==> src/rtl/diag_pkg.sv <==
// Shared constants and carrier types for the counter diagnostic sequencer.
package diag_pkg;

    // ****************************************************************
    // Clock and timing
    // ****************************************************************
    localparam int unsigned CLK_MHZ        = 100;
    localparam int unsigned REF_OSC_MHZ    = 10;
    localparam int unsigned PORT_STEP_US   = 100000;
    localparam int unsigned PORT_STEP_CYC  = PORT_STEP_US * CLK_MHZ;
    localparam int unsigned STEP_CNT_W     = 32;

    // ****************************************************************
    // Memory sizes
    // ****************************************************************
    localparam int unsigned RAM_BYTES      = 64;
    localparam int unsigned RAM_AW         = 6;
    localparam int unsigned ROM_BYTES      = 4032;
    localparam int unsigned ROM_AW         = 12;
    localparam int unsigned SUM_W          = 16;

    // ****************************************************************
    // Remote command codes
    // ****************************************************************
    localparam logic [7:0] MEMORY_CHECK_CMD = 8'h11;
    localparam logic [7:0] BUS_ADDRESS_CMD  = 8'h12;
    localparam logic [7:0] SHORT_INTERP_CMD = 8'h13;
    localparam logic [7:0] LONG_INTERP_CMD  = 8'h14;

    // ****************************************************************
    // Calibration limits, display layout and port pattern
    // ****************************************************************
    localparam logic [7:0] CAL_LOW_BAD     = 8'h00;
    localparam logic [7:0] CAL_HIGH_BAD    = 8'hFF;
    localparam logic [8:0] CAL_MAX_DRIFT   = 9'h003;
    localparam int unsigned DISP_CHARS     = 12;
    localparam logic [7:0] CH_SPACE        = 8'h20;
    localparam logic [7:0] CH_DASH         = 8'h2D;
    localparam logic [7:0] CH_ZERO         = 8'h30;
    localparam logic [7:0] CH_ALL_ON       = 8'hFF;
    localparam logic [7:0] PORT_IDLE       = 8'hFF;
    localparam logic [2:0] PORT_BITS_M1    = 3'h7;

    // ****************************************************************
    // Types
    // ****************************************************************
    typedef enum logic [1:0] {KEY_DIAG, KEY_OTHER, KEY_SEL} key_kind_t;

    typedef enum {
        R_NONE, R_REF_OSC, R_MEMORY, R_BUS_ADDR, R_SHORT_CAL, R_LONG_CAL, R_PORT
    } routine_t;

    typedef enum {M_POWERUP, M_IDLE, M_ONE_DIAG, M_DIAG, M_PORT} mode_t;

    typedef enum {MC_RAM_WR, MC_RAM_RD, MC_ROM, MC_DONE} mem_phase_t;

    typedef struct packed {
        logic       diag;
        logic       interval;
        logic       rate_b;
        logic       gate_time;
        logic       reset;
        logic       other;
    } keys_t;

    typedef struct packed {
        logic       fitted;
        logic [6:0] address;
    } bus_info_t;

    typedef struct packed {
        logic       ram_error;
        logic       rom_error;
        logic       cal_fault;
        logic       remote_error;
    } diag_flags_t;

    typedef logic [DISP_CHARS*8-1:0] disp_line_t;

endpackage

==> src/rtl/diag_scratch_ram.sv <==
// Scratch-pad RAM under test, with registered read data.
`timescale 1ns/1ps
module diag_scratch_ram
    import diag_pkg::*;
(
    input  wire logic              clk,
    input  wire logic              we,
    input  wire logic [RAM_AW-1:0] addr,
    input  wire logic [7:0]        wdata,
    output logic      [7:0]        rdata
);

    logic [7:0] mem [RAM_BYTES];

    // Registered read data: one cycle of latency.
    always_ff @(posedge clk) begin
        if (we) begin
            mem[addr] <= wdata;
        end
        rdata <= mem[addr];
    end

endmodule

==> src/rtl/counter_diagnostic_sequencer.sv <==
// Diagnostic sequencer: power-up check, key and remote selection, port walk.
`timescale 1ns/1ps
//
// What this block does
// - Two diagnose presses with nothing between enter diagnostics, starting memory check.
// - One diagnose press shows the internal 10 MHz reference frequency.
// - A selected routine repeats until another is chosen or reset key aborts.
// - Another key after one diagnose press returns to the power-up initialize state.
// - Power-up lights every display segment; remote cannot request this pattern.
// - The memory check runs while the all-segments pattern is shown.
// - A fitted remote interface is also tested during power-up.
// - Memory check writes and reads back 64 RAM bytes, flagging mismatches.
// - Memory check sums 4032 ROM bytes and compares with the stored checksum.
// - Remote codes select memory check and bus-address diagnostic.
// - Remote codes select short and long interpolator calibration checks.
// - Bus-address display shows two address digits, or two dashes if unfitted.
// - Bus-address display follows address switch changes automatically.
// - Interval key after two diagnose presses selects the bus-address diagnostic.
// - Rate-B key selects short calibration; gate-time key selects long calibration.
// - Calibration shows start and stop as three digits, four spaces apart.
// - Calibration is faulty at 000 or 255 or with drift above three.
// - Remote reads both calibration values as one repeatable 12-digit string.
// - Port test drives one low line per port, same on all four ports.
// - The low line walks least to most significant, then wraps, forever.
// - Port test starts only with strap at power-up; lasts until power cycle.
// - No key sequence or remote command reaches the port test.
module counter_diagnostic_sequencer
    import diag_pkg::*;
#(
    parameter int unsigned STEP_CYCLES = PORT_STEP_CYC,
    parameter logic [SUM_W-1:0] ROM_CHECKSUM = 16'h1234
)(
    input  wire logic              clk,
    input  wire logic              srst,
    input  wire logic              key_valid,
    input  wire keys_t             keys,
    input  wire logic              cmd_valid,
    input  wire logic [7:0]        cmd_code,
    input  wire logic              test_strap,
    input  wire bus_info_t         bus_pins,
    input  wire logic              remote_selftest_ok,
    input  wire logic              cal_valid,
    input  wire logic [7:0]        cal_start,
    input  wire logic [7:0]        cal_stop,
    input  wire logic [7:0]        rom_data,
    output logic      [ROM_AW-1:0] rom_addr,
    output disp_line_t             display,
    output logic                   ref_osc_show,
    output logic [3:0]             routine_code,
    output diag_flags_t            flags,
    output logic                   powerup_init,
    output logic [31:0]            port_lines,
    output logic [DISP_CHARS*4-1:0] remote_digits,
    output logic                   remote_digits_valid
);

    // ****************************************************************
    // State
    // ****************************************************************
    typedef struct packed {
        mode_t                  mode;
        routine_t               routine;
        mem_phase_t             phase;
        logic [ROM_AW-1:0]      addr;
        logic [SUM_W-1:0]       sum;
        logic                   rd_pend;
        logic [RAM_AW-1:0]      rd_addr;
        diag_flags_t            flags;
        logic [1:0]             strap_sync;
        bus_info_t              bus_s1;
        bus_info_t              bus_s2;
        logic [7:0]             last_start;
        logic [7:0]             last_stop;
        logic                   have_cal;
        logic [2:0]             walk_pos;
        logic [STEP_CNT_W-1:0]  step_cnt;
        disp_line_t             display;
        logic                   ref_osc_show;
        logic                   powerup_init;
        logic [31:0]            port_lines;
        logic [DISP_CHARS*4-1:0] remote_digits;
        logic                   remote_valid;
    } state_t;

    state_t st;
    state_t next_st;
    logic [7:0] ram_rdata;
    logic       ram_we;
    logic [RAM_AW-1:0] ram_addr;
    logic [7:0] ram_wdata;

    // The RAM pattern mixes address bits so stuck address lines also miscompare.
    function automatic logic [7:0] ram_pattern(input logic [RAM_AW-1:0] a);
        ram_pattern = {a[1:0], a} ^ 8'hA5;
    endfunction

    // Three BCD digits of a byte, hundreds first.
    function automatic logic [11:0] to_bcd3(input logic [7:0] v);
        logic [7:0] h;
        logic [7:0] t;
        logic [7:0] u;
        h = v / 8'd100;
        t = (v % 8'd100) / 8'd10;
        u = v % 8'd10;
        to_bcd3 = {h[3:0], t[3:0], u[3:0]};
    endfunction

    function automatic logic [8:0] abs_diff(input logic [7:0] a, input logic [7:0] b);
        abs_diff = (a > b) ? {1'b0, a} - {1'b0, b} : {1'b0, b} - {1'b0, a};
    endfunction

    // ****************************************************************
    // Scratch RAM under test
    // ****************************************************************
    assign ram_we    = (st.phase == MC_RAM_WR) && (st.mode != M_PORT);
    assign ram_addr  = st.addr[RAM_AW-1:0];
    assign ram_wdata = ram_pattern(st.addr[RAM_AW-1:0]);

    diag_scratch_ram u_ram (
        .clk   (clk),
        .we    (ram_we),
        .addr  (ram_addr),
        .wdata (ram_wdata),
        .rdata (ram_rdata)
    );

    // ****************************************************************
    // Next-state logic
    // ****************************************************************
    always_comb begin
        logic [11:0] bs;
        logic [11:0] bp;
        logic        start_mem;
        logic        bad;
        next_st   = st;
        bs        = to_bcd3(cal_start);
        bp        = to_bcd3(cal_stop);
        start_mem = 1'b0;
        bad       = 1'b0;

        // Pin inputs cross from outside, so two flops before use.
        next_st.strap_sync = {st.strap_sync[0], test_strap};
        next_st.bus_s1     = bus_pins;
        next_st.bus_s2     = st.bus_s1;
        next_st.powerup_init = 1'b0;

        unique case (st.mode)
            M_POWERUP: begin
                // Everything lit while the memory check runs once.
                next_st.display = {DISP_CHARS{CH_ALL_ON}};
                if (st.strap_sync[1]) begin
                    next_st.mode       = M_PORT; // Strap seen only at power-up.
                    next_st.routine    = R_PORT;
                    next_st.port_lines = {4{PORT_IDLE & ~8'h01}};
                end
                if (st.phase == MC_DONE) begin
                    // A fitted interface reports its own self-test.
                    next_st.flags.remote_error = st.bus_s2.fitted && !remote_selftest_ok;
                    next_st.mode  = M_IDLE;
                end
            end
            M_IDLE: begin
                if (key_valid && keys.diag) begin
                    next_st.mode         = M_ONE_DIAG;
                    next_st.ref_osc_show = 1'b1;
                    next_st.routine      = R_REF_OSC;
                end
            end
            M_ONE_DIAG: begin
                if (key_valid && keys.diag) begin
                    next_st.mode         = M_DIAG;
                    next_st.ref_osc_show = 1'b0;
                    next_st.routine      = R_MEMORY;
                    start_mem            = 1'b1;
                end else if (key_valid) begin
                    // Any other key drops back to the initialize state.
                    next_st.mode         = M_IDLE;
                    next_st.ref_osc_show = 1'b0;
                    next_st.routine      = R_NONE;
                    next_st.powerup_init = 1'b1;
                end
            end
            M_DIAG: begin
                if (key_valid && keys.reset) begin
                    next_st.mode    = M_IDLE; // Reset key aborts.
                    next_st.routine = R_NONE;
                end else if (key_valid && keys.interval) begin
                    next_st.routine = R_BUS_ADDR;
                end else if (key_valid && keys.rate_b) begin
                    next_st.routine = R_SHORT_CAL;
                    next_st.have_cal = 1'b0;
                end else if (key_valid && keys.gate_time) begin
                    next_st.routine = R_LONG_CAL;
                    next_st.have_cal = 1'b0;
                end
            end
            M_PORT: begin
                // Nothing leaves this mode except a power cycle.
                if (st.step_cnt >= STEP_CNT_W'(STEP_CYCLES - 1)) begin
                    next_st.step_cnt = '0;
                    next_st.walk_pos = (st.walk_pos == PORT_BITS_M1) ? 3'h0
                                                                     : st.walk_pos + 3'h1;
                end else begin
                    next_st.step_cnt = st.step_cnt + STEP_CNT_W'(1);
                end
                // Same walking low on each of the four ports.
                for (int p = 0; p < 4; p++) begin
                    next_st.port_lines[p*8 +: 8] = PORT_IDLE & ~(8'h01 << next_st.walk_pos);
                end
                next_st.display = {DISP_CHARS{CH_DASH}};
            end
            default: next_st.mode = M_IDLE;
        endcase

        // Remote selection, ignored at power-up and in port test.
        if (cmd_valid && (st.mode == M_IDLE || st.mode == M_DIAG || st.mode == M_ONE_DIAG)) begin
            if (cmd_code == MEMORY_CHECK_CMD) begin
                next_st.mode = M_DIAG;
                next_st.routine = R_MEMORY;
                start_mem = 1'b1;
            end else if (cmd_code == BUS_ADDRESS_CMD) begin
                next_st.mode = M_DIAG;
                next_st.routine = R_BUS_ADDR;
            end else if (cmd_code == SHORT_INTERP_CMD || cmd_code == LONG_INTERP_CMD) begin
                next_st.mode = M_DIAG;
                next_st.routine = (cmd_code == SHORT_INTERP_CMD) ? R_SHORT_CAL : R_LONG_CAL;
                next_st.have_cal = 1'b0;
            end
            next_st.ref_osc_show = 1'b0;
        end

        // Memory check engine; repeats while the memory routine stays selected.
        if (st.phase == MC_DONE && st.mode == M_DIAG && st.routine == R_MEMORY) begin
            start_mem = 1'b1;
        end
        next_st.rd_pend = 1'b0;
        if (st.rd_pend && ram_rdata != ram_pattern(st.rd_addr)) begin
            next_st.flags.ram_error = 1'b1;
        end
        unique case (st.phase)
            MC_RAM_WR: begin
                next_st.addr = st.addr + ROM_AW'(1);
                if (st.addr == ROM_AW'(RAM_BYTES - 1)) begin
                    next_st.phase = MC_RAM_RD;
                    next_st.addr  = '0;
                end
            end
            MC_RAM_RD: begin
                next_st.rd_pend = 1'b1;
                next_st.rd_addr = st.addr[RAM_AW-1:0];
                next_st.addr    = st.addr + ROM_AW'(1);
                if (st.addr == ROM_AW'(RAM_BYTES - 1)) begin
                    next_st.phase = MC_ROM;
                    next_st.addr  = '0;
                    next_st.sum   = '0;
                end
            end
            MC_ROM: begin
                // rom_addr follows addr, so rom_data belongs to this address.
                if (st.rd_pend || st.addr != '0) begin
                    next_st.sum = st.sum + SUM_W'(rom_data);
                end
                next_st.addr = st.addr + ROM_AW'(1);
                if (st.addr == ROM_AW'(ROM_BYTES)) begin
                    next_st.phase = MC_DONE;
                    next_st.flags.rom_error = (st.sum != ROM_CHECKSUM);
                end
            end
            MC_DONE: ;
        endcase
        if (start_mem && st.phase == MC_DONE) begin
            next_st.phase = MC_RAM_WR;
            next_st.addr  = '0;
            next_st.flags.ram_error = 1'b0;
        end

        // Display per routine; bus address refreshed every cycle so switch changes show, calibration on each cal_valid.
        if (st.mode == M_DIAG && st.routine == R_BUS_ADDR) begin
            next_st.display = {CH_SPACE, CH_SPACE, "ADDRESS", CH_SPACE, CH_DASH, CH_DASH};
            if (st.bus_s2.fitted) begin
                next_st.display[15:0] = {CH_ZERO + 8'(st.bus_s2.address / 7'd10),
                                         CH_ZERO + 8'(st.bus_s2.address % 7'd10)};
            end
        end
        if (st.mode == M_DIAG && (st.routine == R_SHORT_CAL || st.routine == R_LONG_CAL)
            && cal_valid) begin
            // Start digits, four spaces, stop digits, then padding.
            next_st.display = {CH_ZERO + {4'h0, bs[11:8]}, CH_ZERO + {4'h0, bs[7:4]},
                               CH_ZERO + {4'h0, bs[3:0]}, CH_SPACE, CH_SPACE, CH_SPACE,
                               CH_SPACE, CH_ZERO + {4'h0, bp[11:8]},
                               CH_ZERO + {4'h0, bp[7:4]}, CH_ZERO + {4'h0, bp[3:0]},
                               CH_SPACE, CH_SPACE};
            bad = (cal_start == CAL_LOW_BAD) || (cal_start == CAL_HIGH_BAD) ||
                  (cal_stop == CAL_LOW_BAD) || (cal_stop == CAL_HIGH_BAD);
            if (st.have_cal && (abs_diff(cal_start, st.last_start) > CAL_MAX_DRIFT ||
                                abs_diff(cal_stop, st.last_stop) > CAL_MAX_DRIFT)) begin
                bad = 1'b1;
            end
            next_st.flags.cal_fault = bad;
            next_st.last_start = cal_start;
            next_st.last_stop  = cal_stop;
            next_st.have_cal   = 1'b1;
            // Twelve-digit string held until the next reading.
            next_st.remote_digits = {4'h0, 4'h0, 4'h0, bs, 4'h0, 4'h0, 4'h0, bp};
            next_st.remote_valid  = 1'b1;
        end
        if (!(st.mode == M_DIAG && (st.routine == R_SHORT_CAL || st.routine == R_LONG_CAL))) begin
            next_st.remote_valid = 1'b0;
        end
    end

    // ****************************************************************
    // State register
    // ****************************************************************
    always_ff @(posedge clk) begin
        if (srst) begin
            st              <= '0;
            st.mode         <= M_POWERUP;
            st.routine      <= R_NONE;
            st.phase        <= MC_RAM_WR;
            st.port_lines   <= {4{PORT_IDLE}};
        end else begin
            st <= next_st;
        end
    end

    // ****************************************************************
    // Outputs, all from flops
    // ****************************************************************
    assign rom_addr            = st.addr;
    assign display             = st.display;
    assign ref_osc_show        = st.ref_osc_show;
    assign routine_code        = (st.routine == R_NONE) ? 4'h0 : 4'(st.routine);
    assign flags               = st.flags;
    assign powerup_init        = st.powerup_init;
    assign port_lines          = st.port_lines;
    assign remote_digits       = st.remote_digits;
    assign remote_digits_valid = st.remote_valid;

endmodule

==> config.mk <==
export PLATFORM = sky130hd
export DESIGN_NAME = counter_diagnostic_sequencer
export DESIGN_NICKNAME = d
export VERILOG_FILES = /design/src/rtl/diag_pkg.sv /design/src/rtl/diag_scratch_ram.sv /design/src/rtl/counter_diagnostic_sequencer.sv
export SDC_FILE = /design/constraint.sdc
export NUM_CORES = 1
export LEC_CHECK = 0
export ABC_AREA = 0
export BUFFER_PORTS_ARGS = -buffer_cell sky130_fd_sc_hd__buf_2
export CAP_MARGIN = 20
export CORE_ASPECT_RATIO = 1.4
export CORE_MARGIN = 2
export CORE_UTILIZATION = 30
export CTS_BUF_LIST = sky130_fd_sc_hd__clkbuf_16
export CTS_CLUSTER_SIZE = 14
export DETAILED_ROUTE_END_ITERATION = 10
export PLACE_DENSITY = 0.44
export SLEW_MARGIN = 20
export SYNTH_ARGS = -nofsm -noshare
export SYNTH_HDL_FRONTEND = slang
export SYNTH_SLANG_ARGS = --single-unit
==> constraint.sdc <==
create_clock -name clk -period 10.05 [get_ports clk]
set_clock_uncertainty 0.2 [all_clocks]
set_input_delay 0 -clock clk [delete_from_list [all_inputs] [get_ports clk]]
set_output_delay 0 -clock clk [all_outputs]
set_load 0.03 [all_outputs]
==> results of run 1 <==
state kept, by name, indices dropped and copies added (netlist names):
register / count
display: 45
flags: 4
next_st: 9
port_lines: 8
powerup_init: 1
ref_osc_show: 1
remote_digits: 18
remote_digits_valid: 1
rom_addr: 12
st: 150
u_ram.mem: 512
u_ram.rdata: 8
stage by stage:
step / instances / setup WS (ns) / utilization, % / area [um2]
6_report: 4531 / 4.890 / 34.47 / 38400
5_1_grt: 4531 / 4.709 / 34.47 / 38400
4_1_cts: 4531 / 4.785 / 34.47 / 38390
3_5_place_dp: 4309 / 4.810 / 31.42 / 35000
3_3_place_gp: 4309 / 4.876 / 31.42 / 35000
2_1_floorplan: 2931 / 5.648 / - / 33800
cell type report:
type | count | area share [%]
Sequential cell | 769 | 53.45
Clock buffer | 79 | 5.148
Multi-Input combinational cell | 1733 | 28.51
Timing Repair Buffer | 341 | 5.800
Tap cell | 1470 | 4.790
Inverter | 79 | 0.7723
Clock inverter | 60 | 1.531
where the power goes:
group | switching, uW | internal (uW)
Clock | 1300 | 1630
Combinational | 526 | 226
Sequential | 20.8 | 3460
path summary, 6_finish.rpt:
path	end	slack, ns	cells after the start	from
worst max-delay path	u_ram.mem[57][4]	4.89	7	rom_addr[0]
worst min-delay path	st[216]	0.09	4	cal_stop[1]
worst max register to register	u_ram.mem[57][4]	4.89	7	rom_addr[0]
worst min register to register	remote_digits[26]	0.24	2	remote_digits[26]
routing by layer:
metal | track usage (%) | vias to the layer above | share of wire (%)
met5 | 0 | - | 0
li1 | - | 10830 | -
met1 | 19.53 | 11670 | 40
met4 | 5.311 | 0 | 2.6
met2 | 30.62 | 731 | 52
met3 | 2.617 | 134 | 5.2
cells in the final DEF (no fill, tap or decap), types with 79 or more instances in the layout:
cell	n
edfxtp_1	512
dfxtp_1	253
nor2_1	249
buf_2	221
a22oi_1	182
a21oi_1	164
nand2_1	158
inv_1	90
o21ai_0	84
dlygate4sd3_1	83
clkbuf_16	79
kinds of logic after synthesis:
family | Yosys count | synth area share [%]
XOR/XNOR | 55 | 1.434
flip-flops | 769 | 61.09
adder cells (fa/ha/maj) | 65 | 2.518
AO/OA/AOI/OAI | 748 | 15.53
multiplexers | 33 | 1.021
buffers and inverters | 429 | 7.111
AND/OR/NAND/NOR | 774 | 11.27
other | 2 | 0.02236
worst max-delay path, cell delays in order (launching register included):
cell and delay (ns):
dfxtp_2 0.31, buf_4 0.62, inv_2 0.04, buf_4 0.37
nor3_2 0.69, buf_4 0.60, nand3_1 0.79, nor2_1 1.09
==> impl_metrics.ini, run 1 <==
[floorplanning]
core_um2 = 111400
start_util_pct = 30.15
rows = 145
die_y_um = 399.9
ios = 252
die-area_um2 = 114700
die_w_um = 286.8

[timing]
rsz0062_at_grt = no
fin_tns_setup_ns = 0
finalHoldViolCount = 0
final-max-slew-violation-count = 0
worst_pin_slew_ns = 1.088
period_minus_slack_ns = 5.160
fin_crit_sh_pct = 51.34
setup_violations = 0
fmax_ghz = 0.1938
whs_ns = 0.09455
max-slew-margin-rel_pct = 27.19

[setup_path]
critPathCaptureType = register
path_class = register to register
required_ns = 10.15
critPathMaxFanout = 75
critPathLaunchType = register
arrival_ns = 5.26

[synth]
syn_inst = 2875
synth_top_cell_area_share_pct = 45.78
synth_ff_type = edfxtp_1
yosysSeqAreaShare_pct = 61.09
synth_cell_types = 96
syn_area_um2 = 33590
netlist.top_cell.by_area = edfxtp_1
syn_avg_cell_area_um2 = 11.68
yosys-top-cells-area = edfxtp_1, dfxtp_1, buf_4, a22oi_1, nor2_1
synth_most_common_cell = edfxtp_1
ys_top_cells_by_count = edfxtp_1, dfxtp_1, nor2_1
synth_enable_flop_cells = 512
synth-seq-cells = 769
yosysWarnings = 0
async_flop_share_pct = 0

[drt]
firstDrtPassIters = 5
vias = 23360
avgRoutedWirePerCell_um = 21.48
drt_wl_total_um = 97330
drt_iter0_markers = 1640
route.detailed.drc = 0
vias_per_cell = 5.156
ant_nets = 0

[flow_run]
max_cap_violations = 0

[global_route]
antenna_found_initial = 1
grt_max_degree = 76
grt_pass1_vias = 22900
grt_usage_pct = 16.59
overflow = 0
grt_pass1_wl_um = 144900

[place]
portBuffers = 222
dp_hpwl_um = 61340
gp_congestion = 0.8665

[cts]
cts_hold_buffers = 83
clock_path_buffers = 3
ctsHtreeMaxLevel = 3
cts-buffers-inserted = 78
insertion_delay_ns = 0.68
clkTransAtPathRegs_ns = 0.06
cts_tree = built
post-cts-setup-buffers = 0
clockRootBuffer = clkbuf_16
cts-resized-gates = 0
cts.sinks = 769

[cells_and_area]
fillers = 11000
drive_above_1_share_pct = 14.05
nNetsFinal = 3118
seqCellArea_um2 = 20520
multi_input_area_um2 = 10950
area_delta_synth_final_pct = 14.32
n_antenna_cell = 0

[power]
report.power.total_uw = 7164
power_density_nw_per_um2 = 186.6
ir_worst_vdd_mv = 0.1343
power_leakage_uw = 0.01333

[worst_hold_path]
worstHoldPathType = input port to register

[status]
status = finished, final reports clean
No activity file was read; power rests on OpenSTA's default activity.
==> run 2, diff against run 1 <==
Clock period 10.05 ns to 5.32 ns, I/O delays scaled along.
==> run 2 against run 1 <==
  * Non-clock buffer count rose by 46
  * Worst setup slack got worse by 4.0 ns
  * Combinational power up 93%
  * Maximum frequency increased by 16%
  * First-iteration DRC count rose by 7.8%
  * Global-route usage grew 0.099 points
  * Utilization increased by 0.43 points
  * Design area grew 1.3%
  * Cell count increased by 1.0%
  * Critical path depth is 3 higher
  * Total power rose by 90%
  * Critical path type unchanged
  * Critical endpoint is now st[215]
==> impl_metrics.ini, run 2 (same netlist as run 1, synthesis figures left out) <==
[status]
status = finished, final reports clean

[drt]
avgRoutedWirePerCell_um = 21.37
drt_wl_total_um = 97790
vias = 23440
vias_per_cell = 5.121
ant_nets = 0
route.detailed.drc = 0
drt_iter0_markers = 1768
firstDrtPassIters = 7

[cells_and_area]
layout_commonest_cell = edfxtp_1
multi_input_area_um2 = 10940
nNetsFinal = 3164
area_delta_synth_final_pct = 15.76
fin_util_pct = 34.90
fillers = 10950
design_area_um2 = 38880
seqCellArea_um2 = 20520
regMostFlops = u_ram.mem
drive_above_1_share_pct = 15.13
most-common-layout-cells = edfxtp_1, dfxtp_1, nor2_1
fin_cells = 4577
largest_reg_flops = 512
n_antenna_cell = 0

[cts]
clockRootBuffer = clkbuf_16
ctsHtreeMaxLevel = 3
cts.sinks = 769
cts-buffers-inserted = 78
insertion_delay_ns = 0.66
cts_tree = built
cts-resized-gates = 0
clock_path_buffers = 3
cts_hold_buffers = 91
clkTransAtPathRegs_ns = 0.06
post-cts-setup-buffers = 0

[flow_run]
max_cap_violations = 0

[power]
power_frac_comb_pct = 10.6
internal-power_uw = 10150
p_switching_uw = 3451
switching_share_pct = 25.38
power_density_nw_per_um2 = 349.7
p_seq_share_pct = 48.4
power_leakage_uw = 0.01358
power_frac_clock_pct = 41.0
ir_worst_vdd_mv = 0.2601

[timing]
rsz0062_at_grt = no
final-max-slew-violation-count = 0
whs_ns = 0.09116
setup_violations = 0
period_minus_slack_ns = 4.454
fin_crit_sh_pct = 83.71
fmax_ghz = 0.2245
max-slew-margin-rel_pct = 26.87
finalHoldViolCount = 0
fin_tns_setup_ns = 0
worst_pin_slew_ns = 1.093

[worst_hold_path]
worstHoldPathType = input port to register

[floorplanning]
ios = 252
die_w_um = 286.8
die-area_um2 = 114700
die_y_um = 399.9
rows = 145
start_util_pct = 30.15
core_um2 = 111400

[setup_path]
required_ns = 5.73
critPathMaxFanout = 16
path_class = register to register
arrival_ns = 4.86
crit_slowest_cell = dlygate4sd3_1
critPathLaunchType = register
cpPeakStageDelay_ns = 0.58
cp_cell_sequence = or4_1, or4_1, nor3_1, nand3_1, nor2_4, buf_4, nand2_1, dlygate4sd3_1, a21oi_1, dlygate4sd3_1
critPathCaptureType = register

[global_route]
grtUsageMet1_pct = 19.62
grt_max_degree = 75
busiest_layer = met2
overflow = 0
met2_usage_pct = 31.26
grt_pass1_wl_um = 145500
gr-usage-met3_pct = 1.945
grt_pass1_vias = 23160
grt_usage_pct = 16.69
antenna_found_initial = 2

[place]
dp_cells = 4346
gp_congestion = 0.8577
dp_hpwl_um = 62380
dpl_cell_area_um2 = 35350
portBuffers = 222
run 2: changes by cell type in the layout (fill, tap and decap cells not counted), sizes merged:
cell	previous run	this run
bufinv	7	9
clkinvlp	0	6
dlygate4sd3	83	91
buf	258	295
clkinv	31	24
run 2: path summary, 6_finish.rpt:
path	start	to	slack, ns	cells past startpoint
worst max-delay path	st[341]	st[215]	0.87	10
worst max register to register	st[341]	st[215]	0.87	10
worst min-delay path	cal_stop[0]	display[16]	0.09	4
worst min register to register	next_st[234]	st[234]	0.24	1
run 2: metrics by stage:
stage               worst slack, ns  total power [uW]
global placement              1.438              8093
CTS                          0.8424             13780
finish                       0.8665             13600
detailed placement            1.438              8117
global route                 0.6734             14110
floorplan                    0.9181              7581
run 2: layout make-up:
cell class              instances  area share (%)
flip-flops and latches        769           52.79
multi-input cells            1733           28.14
repair buffers                387           6.861
clock buffers                  78           5.020
well taps                    1470           4.730
clock inverters                61           1.696
inverters                      79          0.7627
run 2: metal layers:
layer  up-vias  wire (um)
li1      10920          -
met1     11690      39690
met2       699      51280
met3       128       4294
met4         0       2524
met5         -          0
run 2: worst max-delay path: cells and delay by family (launching register included):
family	cells	cell delay (ns)
flip-flops	1	0.32
buffers and inverters	3	1.45
AO/OA/AOI/OAI	1	0.15
AND/OR/NAND/NOR	6	2.26
run 2: power by group through the flow:
stage | sequential [uW] | combinational, uW | clock (uW)
finish | 6580 | 1450 | 5570
global route | 6580 | 1570 | 5960
CTS | 6580 | 1460 | 5740
detailed placement | 6700 | 1410 | 0
global placement | 6700 | 1390 | 0
floorplan | 6720 | 861 | 0
==> run 3, diff against run 2 <==
Settings changed: ABC_AREA 0 to 1.
Clock period 5.32 ns to 4.5 ns, I/O delays scaled along.
==> run 3 against run 2 <==
  * Wire length decreased by 2.8%
  * Clock power grew 22%
  * Total power up 21%
  * Non-clock buffer count up 13
  * Area after synthesis decreased by 0.98%
  * Design area is 0.24% higher
  * Worst setup slack worse by 0.28 ns
  * Critical endpoint is now st[320]
  * Largest cell class unchanged
  * Highest routed layer unchanged
==> impl_metrics.ini, run 3 <==
[status]
status = finished, final reports clean

[synth]
synth-seq-cells = 769
netlist.top_cell.by_area = edfxtp_1
synth_enable_flop_cells = 512
yosys-top-cells-area = edfxtp_1, dfxtp_1, nand2_1, buf_4, nor2_1
syn_inst = 3132
synth_top_cell_area_share_pct = 46.23
synth_cell_types = 70
synth_ff_type = edfxtp_1
syn_avg_cell_area_um2 = 10.62
async_flop_share_pct = 0
yosysWarnings = 0
yosysSeqAreaShare_pct = 61.70
synth_most_common_cell = nand2_1
syn_area_um2 = 33260
ys_top_cells_by_count = nand2_1, edfxtp_1, nor2_1

[drt]
avgRoutedWirePerCell_um = 19.39
vias = 23110
ant_nets = 0
drt_wl_total_um = 95010
firstDrtPassIters = 5
drt_iter0_markers = 1368
vias_per_cell = 4.714
route.detailed.drc = 0

[place]
gp_congestion = 0.8312
dp_cells = 4674
portBuffers = 222
dp_hpwl_um = 63440

[timing]
period_minus_slack_ns = 3.912
max-slew-margin-rel_pct = 34.48
rsz0062_at_grt = no
worst_pin_slew_ns = 0.9791
fin_tns_setup_ns = 0
fmax_ghz = 0.2556
final-max-slew-violation-count = 0
whs_ns = 0.02464
setup_violations = 0
finalHoldViolCount = 0
fin_crit_sh_pct = 86.94

[setup_path]
cp_cell_sequence = nor2_1, inv_1, nor3_1, nand2_1, nor2_1, inv_1, nand3_1, nor2_1, inv_1, o2111ai_1, a211o_1, nand2_1, nand3_1, nand3_1, dlygate4sd3_1, o2bb2ai_1, dlygate4sd3_1
arrival_ns = 4.25
crit_buf_inv = 5
critPathCaptureType = register
rr_worst_depth = 17
critPathMaxFanout = 4
critPathLaunchType = register
worst-path-stages = 17
regToRegSetupSlack_ns = 0.59
r2r-end = st[320]
crit_family = buffers and inverters
path_class = register to register
cpPeakStageDelay_ns = 0.57
required_ns = 4.84
crit_slowest_cell = dlygate4sd3_1
r2r_start = st[355]

[worst_hold_path]
min-delay-start = cmd_code[0]
min_path_cells = 7
worstHoldPathType = input port to register
min_to = st[321]

[power]
p_switching_uw = 4275
report.power.total_uw = 16440
power_frac_clock_pct = 41.4
power_density_nw_per_um2 = 421.8
p_seq_share_pct = 47.3
power_leakage_uw = 0.01500
switching_share_pct = 26.01
ir_worst_vdd_mv = 0.2484
internal-power_uw = 12160
power_frac_comb_pct = 11.3

[global_route]
overflow = 0
grt_pass1_wl_um = 142700
grt_max_degree = 72
grt_usage_pct = 16.56
antenna_found_initial = 0
grt_pass1_vias = 23160

[cts]
insertion_delay_ns = 0.66
ctsHtreeMaxLevel = 3
post-cts-setup-buffers = 0
cts_tree = built
clockRootBuffer = clkbuf_16
cts.sinks = 769
cts_hold_buffers = 79
clkTransAtPathRegs_ns = 0.06
cts-resized-gates = 0
clock_path_buffers = 3
cts-buffers-inserted = 81

[cells_and_area]
largest_reg_flops = 512
regMostFlops = u_ram.mem
fillers = 11050
n_antenna_cell = 0
most-common-layout-cells = nand2_1, edfxtp_1, inv_1
nNetsFinal = 3492
drive_above_1_share_pct = 15.05
layout_commonest_cell = nand2_1
fin_cells = 4901
fin_util_pct = 35.40
area_delta_synth_final_pct = 17.18

[flow_run]
max_cap_violations = 0

[floorplanning]
core_um2 = 110100
die_y_um = 398.0
die-area_um2 = 113600
die_w_um = 285.4
start_util_pct = 30.21
rows = 144
ios = 252
==> run 3: power by group through the flow <==
stage                     registers, uW  logic (uW)  clock network [uW]
after floorplan                    7930        1100                   0
after global placement             7930        1850                   0
after detailed placement           7930        1840                   0
after CTS                          7780        1900                7010
after global routing               7790        2050                7270
final                              7780        1860                6800
==> run 3: worst max-delay path by stage <==
stage                             endpoint         from
final                              st[320]      st[355]
after global routing               st[260]  rom_addr[1]
after global placement    remote_digits[3]      st[355]
after detailed placement  remote_digits[3]      st[355]
after floorplan           u_ram.mem[43][0]  rom_addr[0]
after CTS                          st[261]  rom_addr[1]
==> run 3: metrics by stage <==
stage / area (um2) / setup slack (ns)
detailed placement: 35470 / 0.7824
finish: 38970 / 0.5877
global route: 38970 / 0.3379
CTS: 38970 / 0.5936
global placement: 35470 / 0.7881
floorplan: 33470 / 0.1758
==> run 3: per-layer routing <==
layer	up-vias	track usage [%]	part of all wire, %	wire [um]
met5	-	0	0	0
met2	589	31.11	52	49750
met3	141	2.440	4.5	4274
met1	11160	18.81	40	37870
li1	11220	-	-	-
met4	0	6.152	3.3	3120
==> run 3: area by class of cell <==
class / instances / area (um2) / share of cell area [%]
tap: 1460 / 1827 / 4.687
sequential: 769 / 20520 / 52.66
multi-input combinational: 1828 / 10040 / 25.76
clock inverter: 66 / 658.1 / 1.689
inverter: 296 / 1116 / 2.864
timing repair buffer: 400 / 2758 / 7.075
clock buffer: 82 / 2052 / 5.265
==> run 3: worst min-delay path, stage by stage <==
cell     delay, ns
buf_2         0.09
nand3_1       0.09
and2_1        0.20
inv_1         0.09
nand2_1       0.12
nand2_1       0.18
nor2_1        0.07
==> run 3: cell families after synthesis <==
group | count (synthesis) | share of synthesized area, %
buffers and inverters | 591 | 8.886
adders and majority gates | 63 | 2.483
other | 2 | 0.02258
and+or+nand+nor | 1119 | 14.57
DFF | 769 | 61.70
muxes | 2 | 0.06395
AOI/OAI and AO/OA | 542 | 11.03
xor gates and xnor gates | 44 | 1.249
